$ cat config.mk
export PLATFORM = sky130hd
export DESIGN_NAME = shared_pin_port_control
export DESIGN_NICKNAME = d
export VERILOG_FILES = /design/src/core/shared_pin_port_control.v
export VERILOG_INCLUDE_DIRS = /design/src /design/src/core
export SDC_FILE = /design/constraint.sdc
export NUM_CORES = 1
export LEC_CHECK = 0
export BUFFER_PORTS_ARGS = -buffer_cell sky130_fd_sc_hd__buf_4
export CAP_MARGIN = 20
export CORE_MARGIN = 3
export CORE_UTILIZATION = 47
export CTS_CLUSTER_DIAMETER = 40
export DETAILED_ROUTE_END_ITERATION = 8
export PLACE_DENSITY = 0.79
export SYNTH_ARGS = -nofsm -noshare
export SYNTH_HDL_FRONTEND = slang
export SYNTH_SLANG_ARGS = --single-unit
export TNS_END_PERCENT = 1
$ cat constraint.sdc
create_clock -name clk -period 1.3 [get_ports clk]
set_input_delay 0.26 -clock clk [delete_from_list [all_inputs] [get_ports clk]]
set_output_delay 0.26 -clock clk [all_outputs]
set_load 0.02 [all_outputs]
$ cat src/core/pin_port_defs.vh
`ifndef PIN_PORT_DEFS_VH
`define PIN_PORT_DEFS_VH
// register addresses on the host register port
`define ADDR_PORT_SELECT_A 7'h59
`define ADDR_PORT_SELECT_B 7'h5A
`define ADDR_DIR_SELECT_A 7'h5B
`define ADDR_DIR_SELECT_B 7'h5C
`define ADDR_DIR_SELECT_C 7'h5D
`define ADDR_PORT_LEVEL_A 7'h5E
`define ADDR_PORT_LEVEL_B 7'h5F
// reset values
`define RST_PORT_SELECT_A 16'h1F1F
`define RST_PORT_SELECT_B 16'hF0FF
`define RST_DIR 16'h0000
`define RST_LEVEL 16'h0000
// implemented-bit masks
`define MASK_SENSOR 16'h1F1F
`define MASK_SELECT_B 16'hF0FF
`define MASK_DIR_AB 16'h03FF
`define MASK_DIR_C 16'hF03F
// direction field codes
`define DIR_INPUT 2'b00
`define DIR_OUT_12MA 2'b01
`define DIR_OUT_24MA 2'b10
`define DIR_FORBIDDEN 2'b11
// positions of the level-stored aux pins in port_level_b
`define BIT_AUX_4 6
`define BIT_AUX_5 7
// pin vector width and first sensor bit held in the second direction register
`define PIN_COUNT 16
`define SENSOR_B_BASE 8
`endif

$ cat src/core/shared_pin_port_control.v
// How it works
// select bits on misc pins pick functional signal at 0, port at 1.
// sensor clock direction field 00 makes the pin an input.
// field 01 makes the pin an output at 12 mA strength.
// field 10 makes the pin an output at 24 mA strength.
// software must never write 11 to a field of an output pin.
// sensor clock functional output only when field is 01 or 10.
// single direction bits on misc pins: 0 input, 1 output.
// misc functional output appears only while direction bit is 1; aux_pin_4/5 have no direction bit and always drive.
// port mode output drives the last value written to the level register.
// level register reads return live sampled pin levels.
// aux_pin_4 and aux_pin_5 level bits read back the stored value.
// port_level_a holds sensor_clock_6..2 at 12-8, 1e..1a at 4-0.
// dir_select_a holds 1a..1e fields in bit pairs 1:0 up to 9:8.
// dir_select_b holds 2..6 fields in bit pairs 1:0 up to 9:8.
// port_select_a resets all sensor pins to port, 0 function, 1 port.
// reserved bits ignore writes and read as zero.
`timescale 1ns/1ps
`include "pin_port_defs.vh"
module shared_pin_port_control #(
   parameter ADDR_W = 7
) (
   input wire clk,
   input wire rst_n,
   input wire reg_wr,
   input wire reg_rd,
   input wire [ADDR_W-1:0] reg_addr,
   input wire [15:0] reg_wdata,
   output reg [15:0] reg_rdata,
   output reg reg_rvalid,
   input wire [15:0] sensor_func,
   input wire [15:0] misc_func,
   input wire [15:0] sensor_pin_in,
   input wire [15:0] misc_pin_in,
   output reg [15:0] sensor_pin_out,
   output reg [15:0] sensor_pin_oe,
   output reg [15:0] sensor_pin_strong,
   output reg [15:0] sensor_pin_fault,
   output reg [15:0] misc_pin_out,
   output reg [15:0] misc_pin_oe
);
   reg [15:0] port_select_a_q;
   reg [15:0] port_select_b_q;
   reg [15:0] dir_select_a_q;
   reg [15:0] dir_select_b_q;
   reg [15:0] dir_select_c_q;
   reg [15:0] port_level_a_q;
   reg [15:0] port_level_b_q;
   reg [15:0] sens_meta_q;
   reg [15:0] sens_sync_q;
   reg [15:0] misc_meta_q;
   reg [15:0] misc_sync_q;
   reg [15:0] rdata_d;
   reg [15:0] sens_out_d;
   reg [15:0] sens_oe_d;
   reg [15:0] sens_strong_d;
   reg [15:0] sens_fault_d;
   reg [15:0] misc_out_d;
   reg [15:0] misc_oe_d;
   reg [1:0] field;
   integer i;
   integer j;
   integer k;
   integer m;
   // reserved bits are masked off on every write
   wire we_port_select_a;
   wire we_port_select_b;
   wire we_dir_select_a;
   wire we_dir_select_b;
   wire we_dir_select_c;
   wire we_port_level_a;
   wire we_port_level_b;
   assign we_port_select_a = reg_wr && (reg_addr == `ADDR_PORT_SELECT_A);
   assign we_port_select_b = reg_wr && (reg_addr == `ADDR_PORT_SELECT_B);
   assign we_dir_select_a = reg_wr && (reg_addr == `ADDR_DIR_SELECT_A);
   assign we_dir_select_b = reg_wr && (reg_addr == `ADDR_DIR_SELECT_B);
   assign we_dir_select_c = reg_wr && (reg_addr == `ADDR_DIR_SELECT_C);
   assign we_port_level_a = reg_wr && (reg_addr == `ADDR_PORT_LEVEL_A);
   assign we_port_level_b = reg_wr && (reg_addr == `ADDR_PORT_LEVEL_B);

   // maps a sensor pin bit position to its direction field
   function [1:0] dir_field;
      input integer pos;
      input [15:0] dir_a;
      input [15:0] dir_b;
      begin
         if (pos < `SENSOR_B_BASE) begin
            dir_field = dir_a[2*pos +: 2];
         end else begin
            dir_field = dir_b[2*(pos-`SENSOR_B_BASE) +: 2];
         end
      end
   endfunction

   // tells whether a bit position is implemented in a mask
   function mask_bit;
      input integer pos;
      input [15:0] mask;
      begin
         mask_bit = mask[pos];
      end
   endfunction

   // merges live levels with the stored aux_pin_4/aux_pin_5 bits
   function [15:0] level_b_view;
      input [15:0] pins;
      input [15:0] stored;
      begin
         level_b_view = pins & `MASK_SELECT_B;
         level_b_view[`BIT_AUX_4] = stored[`BIT_AUX_4];
         level_b_view[`BIT_AUX_5] = stored[`BIT_AUX_5];
      end
   endfunction

   // two-flop synchroniser on sensor pin levels
   always @(posedge clk) begin
      if (!rst_n) begin
         sens_meta_q <= 16'h0000;
         sens_sync_q <= 16'h0000;
      end else begin
         sens_meta_q <= sensor_pin_in;
         sens_sync_q <= sens_meta_q;
      end
   end

   // two-flop synchroniser on misc pin levels
   always @(posedge clk) begin
      if (!rst_n) begin
         misc_meta_q <= 16'h0000;
         misc_sync_q <= 16'h0000;
      end else begin
         misc_meta_q <= misc_pin_in;
         misc_sync_q <= misc_meta_q;
      end
   end

   // sensor pins start in port mode
   always @(posedge clk) begin
      if (!rst_n) begin
         port_select_a_q <= `RST_PORT_SELECT_A;
      end else if (we_port_select_a) begin
         port_select_a_q <= reg_wdata & `MASK_SENSOR;
      end
   end

   // misc pin select register
   always @(posedge clk) begin
      if (!rst_n) begin
         port_select_b_q <= `RST_PORT_SELECT_B;
      end else if (we_port_select_b) begin
         port_select_b_q <= reg_wdata & `MASK_SELECT_B;
      end
   end

   // first direction register layout
   always @(posedge clk) begin
      if (!rst_n) begin
         dir_select_a_q <= `RST_DIR;
      end else if (we_dir_select_a) begin
         dir_select_a_q <= reg_wdata & `MASK_DIR_AB;
      end
   end

   // second direction register layout
   always @(posedge clk) begin
      if (!rst_n) begin
         dir_select_b_q <= `RST_DIR;
      end else if (we_dir_select_b) begin
         dir_select_b_q <= reg_wdata & `MASK_DIR_AB;
      end
   end

   // misc direction bits
   always @(posedge clk) begin
      if (!rst_n) begin
         dir_select_c_q <= `RST_DIR;
      end else if (we_dir_select_c) begin
         dir_select_c_q <= reg_wdata & `MASK_DIR_C;
      end
   end

   // sensor level bit layout
   always @(posedge clk) begin
      if (!rst_n) begin
         port_level_a_q <= `RST_LEVEL;
      end else if (we_port_level_a) begin
         port_level_a_q <= reg_wdata & `MASK_SENSOR;
      end
   end

   // stored levels kept even while the pin is an input
   always @(posedge clk) begin
      if (!rst_n) begin
         port_level_b_q <= `RST_LEVEL;
      end else if (we_port_level_b) begin
         port_level_b_q <= reg_wdata & `MASK_SELECT_B;
      end
   end

   // read mux; a write in the same cycle is seen only by the next read
   always @* begin
      rdata_d = 16'h0000;
      case (reg_addr)
         `ADDR_PORT_SELECT_A: begin
            rdata_d = port_select_a_q;
         end
         `ADDR_PORT_SELECT_B: begin
            rdata_d = port_select_b_q;
         end
         `ADDR_DIR_SELECT_A: begin
            rdata_d = dir_select_a_q;
         end
         `ADDR_DIR_SELECT_B: begin
            rdata_d = dir_select_b_q;
         end
         `ADDR_DIR_SELECT_C: begin
            rdata_d = dir_select_c_q;
         end
         // live pin levels
         `ADDR_PORT_LEVEL_A: begin
            rdata_d = sens_sync_q & `MASK_SENSOR;
         end
         // aux 4 and 5 return stored value
         `ADDR_PORT_LEVEL_B: begin
            rdata_d = level_b_view(misc_sync_q, port_level_b_q);
         end
         default: begin
            rdata_d = 16'h0000;
         end
      endcase
   end

   // direction decode for sensor clock pins
   always @* begin
      sens_oe_d = 16'h0000;
      sens_strong_d = 16'h0000;
      sens_fault_d = 16'h0000;
      field = `DIR_INPUT;
      for (i = 0; i < `PIN_COUNT; i = i + 1) begin
         field = dir_field(i, dir_select_a_q, dir_select_b_q);
         if (mask_bit(i, `MASK_SENSOR)) begin
            // input; R3 and R4: output strengths; R6: only 01/10 drive
            case (field)
               `DIR_OUT_12MA: begin
                  sens_oe_d[i] = 1'b1;
               end
               `DIR_OUT_24MA: begin
                  sens_oe_d[i] = 1'b1;
                  sens_strong_d[i] = 1'b1;
               end
               // forbidden code held off the pin and flagged
               `DIR_FORBIDDEN: begin
                  sens_fault_d[i] = 1'b1;
               end
               default: begin
               end
            endcase
         end
      end
   end

   // port level when in port mode; R1 style select
   always @* begin
      sens_out_d = 16'h0000;
      for (j = 0; j < `PIN_COUNT; j = j + 1) begin
         if (mask_bit(j, `MASK_SENSOR)) begin
            sens_out_d[j] = port_select_a_q[j] ? port_level_a_q[j] : sensor_func[j];
         end
      end
   end

   // select picks port or function
   always @* begin
      misc_out_d = 16'h0000;
      for (k = 0; k < `PIN_COUNT; k = k + 1) begin
         if (mask_bit(k, `MASK_SELECT_B)) begin
            misc_out_d[k] = port_select_b_q[k] ? port_level_b_q[k] : misc_func[k];
         end
      end
   end

   // direction bit; R8: function only while it is 1
   always @* begin
      misc_oe_d = 16'h0000;
      for (m = 0; m < `PIN_COUNT; m = m + 1) begin
         if (mask_bit(m, `MASK_DIR_C)) begin
            misc_oe_d[m] = dir_select_c_q[m];
         end else if (mask_bit(m, `MASK_SELECT_B)) begin
            // aux_pin_4/5 are output-only pins
            misc_oe_d[m] = 1'b1;
         end
      end
   end

   // read data stands one cycle and is zero otherwise
   always @(posedge clk) begin
      if (!rst_n) begin
         reg_rdata <= 16'h0000;
      end else begin
         reg_rdata <= reg_rd ? rdata_d : 16'h0000;
      end
   end

   // read answer one cycle after the strobe
   always @(posedge clk) begin
      if (!rst_n) begin
         reg_rvalid <= 1'b0;
      end else begin
         reg_rvalid <= reg_rd;
      end
   end

   // sensor pin level register
   always @(posedge clk) begin
      if (!rst_n) begin
         sensor_pin_out <= 16'h0000;
      end else begin
         sensor_pin_out <= sens_out_d;
      end
   end

   // sensor pin enable and strength registers
   always @(posedge clk) begin
      if (!rst_n) begin
         sensor_pin_oe <= 16'h0000;
         sensor_pin_strong <= 16'h0000;
      end else begin
         sensor_pin_oe <= sens_oe_d;
         sensor_pin_strong <= sens_strong_d;
      end
   end

   // flag lets software see a forbidden field that is held off the pin
   always @(posedge clk) begin
      if (!rst_n) begin
         sensor_pin_fault <= 16'h0000;
      end else begin
         sensor_pin_fault <= sens_fault_d;
      end
   end

   // misc pin level register
   always @(posedge clk) begin
      if (!rst_n) begin
         misc_pin_out <= 16'h0000;
      end else begin
         misc_pin_out <= misc_out_d;
      end
   end

   // misc pin enable register
   always @(posedge clk) begin
      if (!rst_n) begin
         misc_pin_oe <= 16'h0000;
      end else begin
         misc_pin_oe <= misc_oe_d;
      end
   end

endmodule // shared_pin_port_control

After elaboration in Yosys (flattened, before gate mapping) --
Cells that the tools add are included.
Word-level totals: bits in writable memories 0, ROM bits 0, register bits after elaboration 245, output and inout bits 113, memories 0, input port bits 91, latch bits 0
Cells by class: order comparisons 0, reduce and logical (&&, ||, !) cells 18, bitwise gates (word level) 0, div/mod/pow operators 0, muxes and demuxes 54, equal/unequal tests 37, $mul 0, shift operators 0, add/sub/neg operators 0
Operators by type and width (count):
- 16-bit case mux with 7 select lines | 1
- 1-bit 2-to-1 mux | 52
- 7-bit equality test, second input constant | 7
- 2-bit equality test, second input constant | 20
- 2-bit by 1-bit equality test with 1-bit output, second input constant | 10
- 2-bit OR reduction | 10
- 8-bit 2-to-1 mux | 1
- 1-bit logical AND | 7
- 2-bit AND reduction | 1

Longest topological paths before layout --
depth in word-level cells 3, gate-level depth with buffers 6, depth with buffers taken out 4

Least setup slack after synthesis --
OpenSTA, ideal clock, no wires.
path type input port to flip-flop, start point input reg_addr[1], end point register reg_rdata[1], cell stages on the path 5, setup slack 47 ps, library setup time 123 ps, buffers on the path 2, data arrival time 1130 ps, path through buf_4 buf_2 mux2_2 a22oi_1 a21oi_1
On the way: longest elaborated chain between the ends 2, elaborated cells on any way between the ends 8
RTL lines:
- start, declared | RTL line shared_pin_port_control.v:27 | input wire [ADDR_W-1:0] reg_addr,
- 7-bit equality test, on equally long branches
- 16-bit case mux with 7 select lines (*) | RTL line shared_pin_port_control.v:203 | case (reg_addr)
- end signal, assigned | RTL line shared_pin_port_control.v:300 | reg_rdata <= reg_rd ? rdata_d : 16'h0000;
- end, declared | RTL line shared_pin_port_control.v:29 | output reg [15:0] reg_rdata,
Every way passes the cells marked *; elsewhere a longest branch is shown, timed or not. A chain may end at the register's enable or synchronous reset.

Worst setup path after layout --
start point register sensor_pin_strong[12], end point output sensor_pin_strong[12]
RTL lines:
- start, declared | RTL line shared_pin_port_control.v:37 | output reg [15:0] sensor_pin_strong,
- start signal, assigned | RTL line shared_pin_port_control.v:329 | sensor_pin_strong <= sens_strong_d;
No word-level cell between the ends.

==> results.json <==
{
  "status": "completed",
  "tritoncts": "built",
  "postCtsHoldBufs": 0,
  "crit_type": "flop to output port",
  "setup_slack_ps": 114.4,
  "die_w_um": 131.8,
  "crit_fanout": 1,
  "worstPathArrival_ps": 930,
  "place_ws_ps": -206.7,
  "critical_path_buf_inv_count": 1,
  "cp.required_ps": 1040,
  "htree_levels": 4,
  "cts_setup_buffers": 0,
  "synthToLayoutAreaGrowth_pct": 26.03,
  "crit_chain": "buf_4",
  "finalHoldViolCount": 0,
  "dieArea_mm2": 0.01736,
  "routabilityCongestion": 0.8815,
  "path_depth": 1,
  "max_cap_viol_count": 0,
  "avgSynthCellArea_um2": 10.87,
  "finalSetupViolations": 0,
  "endpoint": "sensor_pin_strong[12]",
  "fmax_mhz": 843.5,
  "post-route-min-period_ps": 1186,
  "cp_slowest_cell": "dfxtp_1",
  "setup_tns_ps": 0,
  "track_usage_pct": 19.18,
  "clkTransAtPathRegs_ps": 70,
  "first_pass_iters": 5,
  "synth-main-ff-cell": "dfxtp_1",
  "yosys_register_bits": 194,
  "ys_types": 38,
  "report.final.slew_viol_count": 0,
  "endpoint_kind": "output port",
  "antenna_found_initial": 0,
  "dr_wl_met2_um": 7708,
  "drtIter0Drc": 362,
  "fillers": 1316,
  "coreArea_mm2": 0.01531,
  "antenna_cells": 0,
  "wl_met1_um": 7470,
  "post-route-period-util_pct": 91.20,
  "design_area_mm2": 0.009366,
  "clock_latency_ps": 430,
  "grt_pass1_wl_um": 25990,
  "yosysTopAreaCell": "dfxtp_1",
  "start_util_pct": 48.53,
  "p_leak_nw": 4.561,
  "gr-total-overflow": 0,
  "dp_hpwl_um": 12210,
  "rsz0062_at_grt": "false",
  "routed_via_density": 4.752,
  "stdcell_count": 1067,
  "postPlaceCellArea_mm2": 0.008798,
  "dp_cells": 1035,
  "grt_max_degree": 79,
  "synthArstFlopShare_pct": 0,
  "synthTopCellsByArea": "dfxtp_1 52%, mux2i_1 11%, nor2b_1 7.3%",
  "critPathLaunchType": "flop",
  "crit_family": "flip-flops",
  "place.port_buffers": 149,
  "hold_path_class": "input port to flop",
  "finClkSkew_ps": 8.140,
  "routed_wl_um": 16690,
  "rr_endpoint": "reg_rdata[5]",
  "yosysWarnings": 0,
  "vias": 5070,
  "drc": 0,
  "rr_startpoint": "dir_field.dir_a[5]",
  "power.total_mw": 11.68,
  "syn-cell-area_mm2": 0.007432,
  "io-pin-count": 204,
  "wl_per_cell_um": 15.64,
  "drive_above_1_share_pct": 27.69,
  "synth_common_cells": "194 x dfxtp_1, 87 x nor2b_1, 84 x mux2i_1, 73 x and2_1",
  "synth_top_area_share_pct": 52.26,
  "cp-startpoint": "sensor_pin_strong[12]",
  "postSynthCellCount": 684,
  "cellPowerDensity_mw_per_mm2": 1247,
  "rows": 45,
  "synth_edf_count": 0,
  "ir_drop_uv": 748.3,
  "clockBufferDepth": 2,
  "cts-root-buf": "clkbuf_16",
  "holdWs_ps": 33.90,
  "ys_seq_area_share_pct": 52.26,
  "die_h_um": 131.8,
  "grt_pass1_vias": 4816,
  "worstRegToRegCells": 4,
  "r2r_setup_slack_ps": 130,
  "route.met3.wl_um": 1252,
  "yosysMostFrequentCell": "dfxtp_1",
  "max_stage_delay_ps": 350,
  "cts_resized": 0,
  "cts.sinks": 194,
  "postLayoutCoreUtil_pct": 61.16,
  "antenna_left": 0,
  "final_nets": 954,
  "cts_inserted_buffers": 17,
  "top_layer": "met4"
}
==> layout by cell type, fill, tap and decap left out, types with 17 or more instances in the layout <==
cell type,instances
dfxtp_1,194
buf_4,174
nor2b_1,87
mux2i_1,84
and2_1,73
nand2_1,38
conb_1,32
ha_1,20
nand3_1,17
clkbuf_16,17
==> final cells by class <==
| type | count | area (um2) | area share (%) |
|---|---|---|---|
| clock buffers | 20 | 446.7 | 4.769 |
| flip-flops and latches | 194 | 3884 | 41.46 |
| multi-input cells | 438 | 3147 | 33.60 |
| clock inverters | 12 | 121.4 | 1.296 |
| inverters | 10 | 37.54 | 0.4007 |
| repair buffers | 182 | 1466 | 15.66 |
| well taps | 211 | 264.0 | 2.819 |
==> worst min path at each step <==
stage | from | cells after the start | slack [ps] | to
3_5_place_dp | sens_meta_q[8] | 1 | 420 | sens_sync_q[8]
5_1_grt | misc_pin_in[15] | 2 | 20 | misc_meta_q[15]
4_1_cts | misc_pin_in[15] | 2 | 20 | misc_meta_q[15]
6_report | misc_pin_in[5] | 2 | 30 | misc_meta_q[5]
3_3_place_gp | misc_meta_q[12] | 1 | 420 | misc_sync_q[12]
2_1_floorplan | rst_n | 0 | 290 | misc_pin_oe[6]
==> sequential cells by signal (all words and copies together), names as in the netlist, 11 cells and up <==
register,flops
reg_rdata,16
misc_pin_out,12
port_level_b_q,12
port_select_b_q,12
misc_pin_oe,11
==> where the power goes <==
part,switching (mW),internal [mW]
Combinational,0.347,0.316
Clock,2.25,2.73
Sequential,0.0237,6.01
==> routing by layer <==
metal  GRT usage [%]  vias to the layer above
met5               0                        -
met1           24.88                     2347
met4           6.359                        0
li1                -                     2521
met3           6.374                       20
met2           30.32                      182
==> kinds of logic (layout without fill, tap and decap cells) <==
logic type	Yosys count	after routing	share of synthesized area (%)
fa+ha+maj	20	20	3.367
other cells	1	32	0.05046
simple gates	245	245	19.50
mux	97	97	13.28
buf+inv	83	224	6.970
compound gates	44	44	4.579
flops	194	194	52.26
No activity file was read; power rests on OpenSTA's default activity.
